$ cat src/core/pulse_defs.svh
`ifndef PULSE_DEFS_SVH
`define PULSE_DEFS_SVH

// ----------------------------------------------------------------
// Register indices (byte address is four times the index)
// ----------------------------------------------------------------
`define IDX_LAST_CFG 8'd20
`define IDX_GPIO_CFG 8'd9
`define IDX_SRC_SEL 8'd13
`define IDX_SLOPE0 8'd14
`define IDX_OFFSET0 8'd15
`define IDX_SLOPE1 8'd16
`define IDX_OFFSET1 8'd17
`define IDX_STATUS 8'd32
`define IDX_GPIO_DATA 8'd33

// ----------------------------------------------------------------
// Field positions of the port and pulse configuration word and of the source select
// ----------------------------------------------------------------
`define F_DIR_LSB 0
`define F_PULLUP_LSB 6
`define F_DEBOUNCE_LSB 10
`define F_ROUTE_CD 14
`define F_CAR0_LSB 15
`define F_CAR1_LSB 17
`define F_RES0_LSB 19
`define F_RES1_LSB 22
`define F_PWM0 25
`define F_PWM1 26
`define F_SRC0_LSB 0
`define F_SRC1_LSB 3

// ----------------------------------------------------------------
// Reset values
// ----------------------------------------------------------------
`define RST_GPIO_CFG 32'h0000_3fff
`define RST_SRC_SEL 6'h00
`define RST_PARAM 24'h00_0000
`define RST_GPIO_DATA 6'h00

// ----------------------------------------------------------------
// Arithmetic and timing
// ----------------------------------------------------------------
`define MAX_RES_BITS 10
`define SLOPE_FRAC_BITS 16
`define CLK_PERIOD_PS 8000
`define CLK_KHZ (1000000000 / `CLK_PERIOD_PS)
`define CAR_8M_KHZ 8000
`define CAR_1M_KHZ 1000
`define CAR_100K_KHZ 100
`define DEBOUNCE_NS 1000
`define DEBOUNCE_CYCLES ((`DEBOUNCE_NS * 1000 + `CLK_PERIOD_PS - 1) / `CLK_PERIOD_PS)

`endif

$ cat src/core/pulse_pkg.sv
package pulse_pkg;

    typedef enum logic [1:0] {
        car_8m = 2'b00,
        car_1m = 2'b01,
        car_100k = 2'b10
    } carrier_sel_t;

    typedef logic [23:0] meas_word_t;
    typedef logic [9:0] pulse_code_t;

endpackage

$ cat src/core/port_debounce.sv
`timescale 1ns/1ps

module port_debounce #(
    parameter int STABLE_CYCLES = 125
) (
    input wire logic clk,
    input wire logic srst,
    input wire logic raw_in,
    input wire logic enable,
    output logic level_out
);
    localparam int CW = $clog2(STABLE_CYCLES + 1);

    logic stable_ff;
    logic [CW-1:0] cnt_ff;

    generate
        if (STABLE_CYCLES < 1) begin : g_bad
            $error("port_debounce: STABLE_CYCLES must be at least 1");
        end
    endgenerate

    // Level accepted after it stays unchanged long enough
    always_ff @(posedge clk) begin
        if (srst) begin
            stable_ff <= 1'b1;
            cnt_ff <= '0;
        end else if (raw_in == stable_ff) begin
            cnt_ff <= '0;
        end else if (cnt_ff == CW'(STABLE_CYCLES - 1)) begin
            stable_ff <= raw_in;
            cnt_ff <= '0;
        end else begin
            cnt_ff <= cnt_ff + 1'b1;
        end
    end

    always_ff @(posedge clk) begin
        if (srst) begin
            level_out <= 1'b1;
        end else begin
            level_out <= enable ? stable_ff : raw_in;
        end
    end
endmodule // port_debounce

$ cat src/core/pulse_modulator.sv
`timescale 1ns/1ps
`include "pulse_defs.svh"

module pulse_modulator (
    input wire logic clk,
    input wire logic srst,
    input wire logic tick,
    input wire pulse_pkg::pulse_code_t code_in,
    input wire logic [9:0] max_in,
    input wire logic pwm_mode,
    output logic pulse_out
);
    import pulse_pkg::*;

    pulse_code_t code_ff;
    logic [9:0] max_ff;
    logic pwm_ff;
    logic [9:0] cnt_ff;
    logic [9:0] acc_ff;
    logic [10:0] sum;
    logic wrap;

    assign sum = {1'b0, acc_ff} + {1'b0, code_ff};
    assign wrap = (cnt_ff >= max_ff - 10'h001);

    // New code, width and mode latched only at a period boundary
    always_ff @(posedge clk) begin
        if (srst) begin
            code_ff <= '0;
            max_ff <= 10'h3ff;
            pwm_ff <= 1'b0;
            cnt_ff <= '0;
        end else if (tick) begin
            if (wrap) begin
                cnt_ff <= '0;
                code_ff <= code_in;
                max_ff <= max_in;
                pwm_ff <= pwm_mode;
            end else begin
                cnt_ff <= cnt_ff + 10'h001;
            end
        end
    end

    // Ones spread evenly, or one contiguous pulse; 0 gives no ones, max all ones
    always_ff @(posedge clk) begin
        if (srst) begin
            acc_ff <= '0;
            pulse_out <= 1'b0;
        end else if (tick) begin
            if (pwm_ff) begin
                pulse_out <= (cnt_ff < code_ff);
            end else if (sum >= {1'b0, max_ff}) begin
                pulse_out <= 1'b1;
                acc_ff <= 10'(sum - {1'b0, max_ff});
            end else begin
                pulse_out <= 1'b0;
                acc_ff <= sum[9:0];
            end
        end
    end
endmodule // pulse_modulator

$ cat src/core/pulse_code_output_ports.sv
// What this block does
// - Pulse channels zero and one go to ports a/b, or alternatively c/d.
// - Each channel picks its source result by its own source select.
// - A port carries a pulse only when its direction bit says output.
// - Carrier per channel selectable: 8 MHz, 1 MHz or 100 kHz.
// - Each channel has its own output resolution setting.
// - The 24-bit result becomes a 10-bit code at 10-bit resolution.
// - Code is slope times result plus offset, from parameter registers.
// - Slope and offset are signed values.
// - At 10-bit resolution the code stays within 0 to 1023.
// - Lower resolutions shrink the largest code to the width's maximum.
// - Values outside the valid range are discarded, old code kept.
// - Code zero gives an all-zero pulse stream.
// - Maximum code gives an all-one pulse stream.
// - Input-capable ports have selectable debounce and pull-up.
// - With the four-wire interface active, ports a/b carry select and data out.
// - Configuration and parameter registers read back as zero.
// - Indices 13 to 17 hold source select, slopes and offsets.
//
// The register addresses and the APB register port are this design's own decisions.
`timescale 1ns/1ps
`include "pulse_defs.svh"

module pulse_code_output_ports #(
    parameter int NUM_RESULTS = 8,
    parameter int DEBOUNCE_CYCLES = `DEBOUNCE_CYCLES
) (
    input wire logic clk,
    input wire logic srst,
    input wire logic psel,
    input wire logic penable,
    input wire logic pwrite,
    input wire logic [7:0] paddr,
    input wire logic [31:0] pwdata,
    output logic [31:0] prdata,
    output logic pready,
    output logic pslverr,
    input wire logic [NUM_RESULTS*24-1:0] meas_results,
    input wire logic meas_valid,
    input wire logic spi_active,
    input wire logic spi_data_out,
    input wire logic [5:0] port_in,
    output logic [5:0] port_out,
    output logic [5:0] port_oe,
    output logic [3:0] port_pullup_en,
    output logic spi_select_in
);
    import pulse_pkg::*;

    // ------------------------------------------------------------
    // Elaboration checks
    // ------------------------------------------------------------
    generate
        if (NUM_RESULTS < 1 || NUM_RESULTS > 8) begin : g_bad_num
            $error("NUM_RESULTS must lie between 1 and 8");
        end
        if (DEBOUNCE_CYCLES < 1) begin : g_bad_deb
            $error("DEBOUNCE_CYCLES must be at least 1");
        end
    endgenerate

    // ------------------------------------------------------------
    // Helpers
    // ------------------------------------------------------------
    function automatic logic [3:0] res_width(input logic [2:0] rcode);
        res_width = 4'(`MAX_RES_BITS - int'(rcode));
    endfunction

    function automatic logic [9:0] res_max(input logic [2:0] rcode);
        res_max = 10'((1 << res_width(rcode)) - 1);
    endfunction

    function automatic logic [10:0] linearize(
        input logic signed [23:0] slope,
        input logic signed [23:0] offset,
        input logic [23:0] result,
        input logic [9:0] maxv
    );
        logic signed [48:0] prod;
        logic signed [48:0] scaled;
        logic signed [49:0] sum;
        prod = slope * $signed({1'b0, result});
        scaled = prod >>> `SLOPE_FRAC_BITS;
        sum = {scaled[48], scaled} + {{26{offset[23]}}, offset};
        linearize[10] = !sum[49] && (sum <= $signed({40'h0, maxv}));
        linearize[9:0] = sum[9:0];
    endfunction

    function automatic logic pick_tick(input logic [1:0] sel, input logic [2:0] ticks);
        unique case (sel)
            car_8m: pick_tick = ticks[0];
            car_1m: pick_tick = ticks[1];
            car_100k: pick_tick = ticks[2];
            default: pick_tick = ticks[2];
        endcase
    endfunction

    // ------------------------------------------------------------
    // Registers
    // ------------------------------------------------------------
    logic [31:0] gpio_cfg_ff;
    logic [5:0] src_sel_ff;
    logic signed [23:0] slope0_ff;
    logic signed [23:0] offset0_ff;
    logic signed [23:0] slope1_ff;
    logic signed [23:0] offset1_ff;
    logic [5:0] gpio_data_ff;
    logic [7:0] widx;
    logic addr_ok;
    logic wr_en;

    assign widx = {2'b00, paddr[7:2]};
    assign addr_ok = (paddr[1:0] == 2'b00)
        && (widx <= `IDX_LAST_CFG || widx == `IDX_STATUS || widx == `IDX_GPIO_DATA);
    assign wr_en = psel && penable && pready && pwrite && addr_ok;

    always_ff @(posedge clk) begin
        if (srst) begin
            gpio_cfg_ff <= `RST_GPIO_CFG;
            src_sel_ff <= `RST_SRC_SEL;
            slope0_ff <= `RST_PARAM;
            offset0_ff <= `RST_PARAM;
            slope1_ff <= `RST_PARAM;
            offset1_ff <= `RST_PARAM;
            gpio_data_ff <= `RST_GPIO_DATA;
        end else if (wr_en) begin
            unique case (widx)
                `IDX_GPIO_CFG: gpio_cfg_ff <= pwdata;
                `IDX_SRC_SEL: src_sel_ff <= pwdata[5:0];
                `IDX_SLOPE0: slope0_ff <= pwdata[23:0];
                `IDX_OFFSET0: offset0_ff <= pwdata[23:0];
                `IDX_SLOPE1: slope1_ff <= pwdata[23:0];
                `IDX_OFFSET1: offset1_ff <= pwdata[23:0];
                `IDX_GPIO_DATA: gpio_data_ff <= pwdata[5:0];
                default: gpio_cfg_ff <= gpio_cfg_ff;
            endcase
        end
    end

    // ------------------------------------------------------------
    // Configuration fields
    // ------------------------------------------------------------
    logic [5:0] dir_in;
    logic [3:0] pullup_sel;
    logic [3:0] debounce_sel;
    logic route_cd;
    logic [2:0] res0;
    logic [2:0] res1;
    logic [9:0] max0;
    logic [9:0] max1;

    assign dir_in = gpio_cfg_ff[`F_DIR_LSB +: 6];
    assign pullup_sel = gpio_cfg_ff[`F_PULLUP_LSB +: 4];
    assign debounce_sel = gpio_cfg_ff[`F_DEBOUNCE_LSB +: 4];
    assign route_cd = gpio_cfg_ff[`F_ROUTE_CD];
    assign res0 = gpio_cfg_ff[`F_RES0_LSB +: 3];
    assign res1 = gpio_cfg_ff[`F_RES1_LSB +: 3];
    assign max0 = res_max(res0);
    assign max1 = res_max(res1);

    // ------------------------------------------------------------
    // Linearization
    // ------------------------------------------------------------
    pulse_code_t code0_ff;
    pulse_code_t code1_ff;
    logic drop0_ff;
    logic drop1_ff;
    meas_word_t src0;
    meas_word_t src1;
    logic [10:0] lin0;
    logic [10:0] lin1;
    logic [2:0] sel0;
    logic [2:0] sel1;

    assign sel0 = (int'(src_sel_ff[`F_SRC0_LSB +: 3]) < NUM_RESULTS)
        ? src_sel_ff[`F_SRC0_LSB +: 3] : 3'h0;
    assign sel1 = (int'(src_sel_ff[`F_SRC1_LSB +: 3]) < NUM_RESULTS)
        ? src_sel_ff[`F_SRC1_LSB +: 3] : 3'h0;
    assign src0 = meas_results[sel0*24 +: 24];
    assign src1 = meas_results[sel1*24 +: 24];
    assign lin0 = linearize(slope0_ff, offset0_ff, src0, max0);
    assign lin1 = linearize(slope1_ff, offset1_ff, src1, max1);

    always_ff @(posedge clk) begin
        if (srst) begin
            code0_ff <= '0;
            code1_ff <= '0;
            drop0_ff <= 1'b0;
            drop1_ff <= 1'b0;
        end else if (meas_valid) begin
            drop0_ff <= !lin0[10];
            drop1_ff <= !lin1[10];
            if (lin0[10]) begin
                code0_ff <= lin0[9:0];
            end
            if (lin1[10]) begin
                code1_ff <= lin1[9:0];
            end
        end
    end

    // ------------------------------------------------------------
    // Carrier ticks, exact on average by phase accumulation
    // ------------------------------------------------------------
    localparam int CAR_KHZ [3] = '{`CAR_8M_KHZ, `CAR_1M_KHZ, `CAR_100K_KHZ};
    localparam logic [17:0] CLK_KHZ_W = 18'(`CLK_KHZ);
    logic [2:0] tick_ff;

    genvar g;
    generate
        for (g = 0; g < 3; g++) begin : g_car
            logic [17:0] phase_ff;
            logic [17:0] nxt_phase;
            assign nxt_phase = phase_ff + 18'(CAR_KHZ[g]);
            always_ff @(posedge clk) begin
                if (srst) begin
                    phase_ff <= '0;
                    tick_ff[g] <= 1'b0;
                end else if (nxt_phase >= CLK_KHZ_W) begin
                    phase_ff <= nxt_phase - CLK_KHZ_W;
                    tick_ff[g] <= 1'b1;
                end else begin
                    phase_ff <= nxt_phase;
                    tick_ff[g] <= 1'b0;
                end
            end
        end
    endgenerate

    // ------------------------------------------------------------
    // Modulators
    // ------------------------------------------------------------
    logic pulse_chan_zero;
    logic pulse_chan_one;
    logic tick0;
    logic tick1;

    assign tick0 = pick_tick(gpio_cfg_ff[`F_CAR0_LSB +: 2], tick_ff);
    assign tick1 = pick_tick(gpio_cfg_ff[`F_CAR1_LSB +: 2], tick_ff);

    pulse_modulator u_mod0 (
        .clk(clk),
        .srst(srst),
        .tick(tick0),
        .code_in(code0_ff),
        .max_in(max0),
        .pwm_mode(gpio_cfg_ff[`F_PWM0]),
        .pulse_out(pulse_chan_zero)
    );

    pulse_modulator u_mod1 (
        .clk(clk),
        .srst(srst),
        .tick(tick1),
        .code_in(code1_ff),
        .max_in(max1),
        .pwm_mode(gpio_cfg_ff[`F_PWM1]),
        .pulse_out(pulse_chan_one)
    );

    // ------------------------------------------------------------
    // Input filtering
    // ------------------------------------------------------------
    logic [3:0] in_level;

    generate
        for (g = 0; g < 4; g++) begin : g_deb
            port_debounce #(
                .STABLE_CYCLES(DEBOUNCE_CYCLES)
            ) u_deb (
                .clk(clk),
                .srst(srst),
                .raw_in(port_in[g]),
                .enable(debounce_sel[g]),
                .level_out(in_level[g])
            );
        end
    endgenerate

    // ------------------------------------------------------------
    // Port drivers
    // ------------------------------------------------------------
    logic [5:0] nxt_out;
    logic [5:0] nxt_oe;

    always_comb begin
        nxt_out = gpio_data_ff;
        nxt_oe = {2'b11, ~dir_in[3:0]};
        for (int i = 0; i < 4; i++) begin
            if (route_cd == (i >= 2) && !dir_in[i]) begin
                nxt_out[i] = (i % 2 == 0) ? pulse_chan_zero : pulse_chan_one;
            end
        end
        if (spi_active) begin
            nxt_oe[1:0] = 2'b10;
            nxt_out[1:0] = {spi_data_out, 1'b0};
        end
    end

    always_ff @(posedge clk) begin
        if (srst) begin
            port_out <= '0;
            port_oe <= '0;
            port_pullup_en <= '0;
            spi_select_in <= 1'b1;
        end else begin
            port_out <= nxt_out;
            port_oe <= nxt_oe;
            port_pullup_en <= pullup_sel & dir_in[3:0];
            spi_select_in <= spi_active ? in_level[0] : 1'b1;
        end
    end

    // ------------------------------------------------------------
    // Bus answer: no wait states, settings read as zero
    // ------------------------------------------------------------
    logic [31:0] nxt_rdata;

    always_comb begin
        nxt_rdata = '0;
        if (widx == `IDX_STATUS) begin
            nxt_rdata = {4'h0, drop1_ff, drop0_ff, code1_ff, code0_ff, 2'b00, in_level};
        end
    end

    always_ff @(posedge clk) begin
        if (srst) begin
            pready <= 1'b0;
            pslverr <= 1'b0;
            prdata <= '0;
        end else begin
            pready <= psel && !penable && !pready;
            if (psel && !penable) begin
                pslverr <= !addr_ok;
                prdata <= (addr_ok && !pwrite) ? nxt_rdata : 32'h0000_0000;
            end
        end
    end
endmodule // pulse_code_output_ports

$ cat config.mk
export PLATFORM = sky130hd
export DESIGN_NAME = pulse_code_output_ports
export DESIGN_NICKNAME = d
export VERILOG_FILES = /design/src/core/pulse_pkg.sv /design/src/core/port_debounce.sv /design/src/core/pulse_modulator.sv /design/src/core/pulse_code_output_ports.sv
export VERILOG_INCLUDE_DIRS = /design/src /design/src/core
export SDC_FILE = /design/constraint.sdc
export NUM_CORES = 2
export LEC_CHECK = 0
export BUFFER_PORTS_ARGS = -buffer_cell sky130_fd_sc_hd__buf_2
export CORE_AREA = 2 2 400 402
export CTS_CLUSTER_DIAMETER = 100
export CTS_CLUSTER_SIZE = 30
export DETAILED_ROUTE_END_ITERATION = 12
export DIE_AREA = 0 0 402 404
export PLACE_DENSITY = 0.58
export SLEW_MARGIN = 20
export SYNTH_ARGS = -nofsm -noshare
export SYNTH_HDL_FRONTEND = slang
export SYNTH_SLANG_ARGS = --single-unit
$ cat constraint.sdc
create_clock -name clk -period 18.6 [get_ports clk]
set_input_delay 3.72 -clock clk [delete_from_list [all_inputs] [get_ports clk]]
set_output_delay 3.72 -clock clk [all_outputs]
set_load 0.005 [all_outputs]
==> metrics.yaml <==
pin_count: 297
post-route-period-util: 0.8371
cts.sinks: 368
pwr-share-seq: 0.502
io_buffers: 283
power_mw: 1.642
ys_seq_elements: 368
path_max_fanout: 24
yosys_warnings: 0
h-tree-depth: 1
synth_compound_area_frac: 0.07693
grt_pass1_vias: 49370
layout.nets: 8820
gr-total-overflow: 0
grt_setup_unrepaired: "false"
drtPass1Iterations: 5
setup_tns_ps: 0
clk_pin_slew_worst_paths_ps: 110
worstSetupEndpointType: "flop"
crit_top_cell: "fa_1"
arrival_ps: 16100
final_cell_count_no_fill: 9116
ant_nets: 0
grt_pass1_wl_um: 281000
wl_per_cell_um: 19.32
synth_top_area_frac: 0.3168
cts_tree: "done"
fillers: 15870
ys_top_cells_by_area: "fa_1, dfxtp_1, ha_1, inv_1, nand2_1"
synthAdderAreaFrac: 0.4365
start_util: 0.3876
avgSynthCellArea_um2: 8.779
netlist_instances: 6968
cap_violations: 0
core_um2: 157800
dp_cells: 9071
die_area_um2: 162400
antenna_found_initial: 24
irDropWorstVdd_v: 0.00005964
cp_top_family: "adder cells"
hold_viol: 0
fin_crit_ps: 15570
synth_ff_type: "dfxtp_1"
cts_hold_buf: 0
p_leak_nw: 31.44
cts_setup_buffers: 0
p_int_mw: 1.122
final_common_cell: "inv_1"
yosys.area.top_type: "fa_1"
vias_per_cell: 5.173
die_w_um: 402
status: "complete, no violations"
syn-cell-area_um2: 61170
totalWireLength_um: 176100
gp_congestion: 0.8930
grt_usage: 0.2186
setup-violations-final: 0
critPathKind: "in -> reg"
vias: 47150
clock_skew_ps: 66.10
layout_common_cells: "inv_1, nand2_1, fa_1, ha_1, and2_1"
hold_slack_ps: 457.0
cp_slowest_cell: "a211oi_2"
synth_top_family_by_area: "adder cells"
dr.first_iter.drc_count: 2690
clock.fmax_mhz: 64.23
rows: 146
syn2layout_area_growth_pct: 6.705
powerDensity_nw_per_um2: 25.16
critPathMaxStageDelay_ps: 620
root_buffer: "clkbuf_16"
layout-drive-gt1-share: 0.08701
post-route-util: 0.4135
cp-start-kind: "primary input"
worstSkewPairLatency_ps: 600
muxShareOfSynthArea: 0.05736
path_buf_inv: 6
yosys.area_share.simple: 0.1807
cts-resized-gates: 0
async_reset_ff_frac: 0
holdCritPathClass: "reg -> reg"
grt_max_degree: 100
drv_slew: 0
swShare: 0.3168
synth_edf_count: 0
worstMarginPinSlew_ps: 1207
max_slew_margin: 0.1952
synth_xor_area_frac: 0.03551
yosysSeqAreaShare: 0.1204
pwr-share-comb: 0.165
cp.required_ps: 19130
switchingPower_mw: 0.5202
clkPwrFrac: 0.332
hpwl_um: 140100
ys_types: 96
drc_errors: 0
cts_inserted_buffers: 20
fp.dieH_um: 404
clock_path_buffers: 3
-- metrics by stage --
stage | setup WS [ps] | area [um^2]
floorplan | 4566 | 61210
global placement | 2425 | 64510
detailed placement | 2377 | 64510
CTS | 2970 | 65230
global route | 2262 | 65260
finish | 3031 | 65270
-- power groups by stage --
| stage | registers, mW | clock network (mW) | logic [mW] |
|---|---|---|---|
| after floorplan | 0.833 | 0 | 0.167 |
| after global placement | 0.842 | 0 | 0.265 |
| after detailed placement | 0.843 | 0 | 0.270 |
| after global routing | 0.829 | 0.586 | 0.294 |
| after CTS | 0.825 | 0.567 | 0.272 |
| final | 0.825 | 0.546 | 0.272 |
-- cell usage after synthesis, types with 56 or more instances --
library cell  count
and2_1          521
fa_1            968
mux4_2           94
nor2b_1          56
inv_1          1148
dfxtp_1         368
clkbuf_1        305
nand3_1          81
a21o_1          102
nand2_1        1088
mux2i_1          70
ha_1            585
a21oi_1         303
nor2_1          314
xnor2_1         162
xor2_1           86
o21ai_0          97
-- final timing paths --
kind | slack [ps] | from | cells past startpoint | to
setup / recovery | 3030 | meas_results[181] | 45 | code1_ff[3]$_SDFFE_PP0P_
hold / removal | 460 | slope1_ff[6]$_SDFFE_PP0P_ | 2 | slope1_ff[6]$_SDFFE_PP0P_
setup reg to reg | 4950 | src_sel_ff[3]$_SDFFE_PP0P_ | 45 | code1_ff[3]$_SDFFE_PP0P_
hold reg to reg | 460 | slope1_ff[6]$_SDFFE_PP0P_ | 2 | slope1_ff[6]$_SDFFE_PP0P_
-- logic make-up (layout without fill, tap and decap cells) --
family,after synthesis,in the layout
AO/OA/AOI/OAI,747,747
adder cells (fa/ha/maj),1553,1553
AND/OR/NAND/NOR,2338,2338
other,2,22
flip-flops,368,368
buffers and inverters,1488,1544
XOR/XNOR,248,248
multiplexers,224,224
-- area by class of cell --
| class | count | area (um^2) | area share |
|---|---|---|---|
| multi-input combinational | 5122 | 48240 | 0.7390 |
| sequential | 368 | 7380 | 0.1131 |
| inverter | 1149 | 4313 | 0.06608 |
| tap | 2072 | 2592 | 0.03972 |
| timing repair buffer | 360 | 2003 | 0.03069 |
| clock buffer | 21 | 514.2 | 0.007879 |
| clock inverter | 14 | 206.4 | 0.003163 |
| antenna | 10 | 25.02 | 0.0003834 |
-- layer usage --
| metal | GRT usage | part of all wire |
|---|---|---|
| met3 | 0.02869 | 0.055 |
| met1 | 0.2884 | 0.43 |
| met2 | 0.3784 | 0.49 |
| met4 | 0.05395 | 0.029 |
| met5 | 0 | 0.00044 |
-- registers in the layout (all words and copies together), names as in the netlist, 5 cells and up --
| register | count |
|---|---|
| u_mod1.max_ff | 10 |
| slope0_ff | 24 |
| code0_ff | 10 |
| gpio_data_ff | 6 |
| gpio_cfg_ff | 25 |
| u_mod0.code_ff | 10 |
| g_car.phase_ff | 46 |
| u_mod0.max_ff | 10 |
| u_mod0.acc_ff | 10 |
| port_out | 6 |
| code1_ff | 10 |
| slope1_ff | 24 |
| u_mod1.cnt_ff | 10 |
| offset0_ff | 24 |
| u_mod0.cnt_ff | 10 |
| src_sel_ff | 6 |
| prdata | 26 |
| offset1_ff | 24 |
| u_mod1.acc_ff | 10 |
| port_oe | 5 |
| u_mod1.code_ff | 10 |
| g_deb.u_deb.cnt_ff | 28 |
-- worst register-to-register path: cells and delay by family, from the launching register on --
family                     cells  cell delay (ps)
AOI/OAI and AO/OA             12             3010
xor gates and xnor gates       2              390
adders and majority gates     10             4390
buffers and inverters          6             1200
DFF                            1              480
muxes                          3             1430
and+or+nand+nor               12             2720
(Power assumes the default switching activity.)
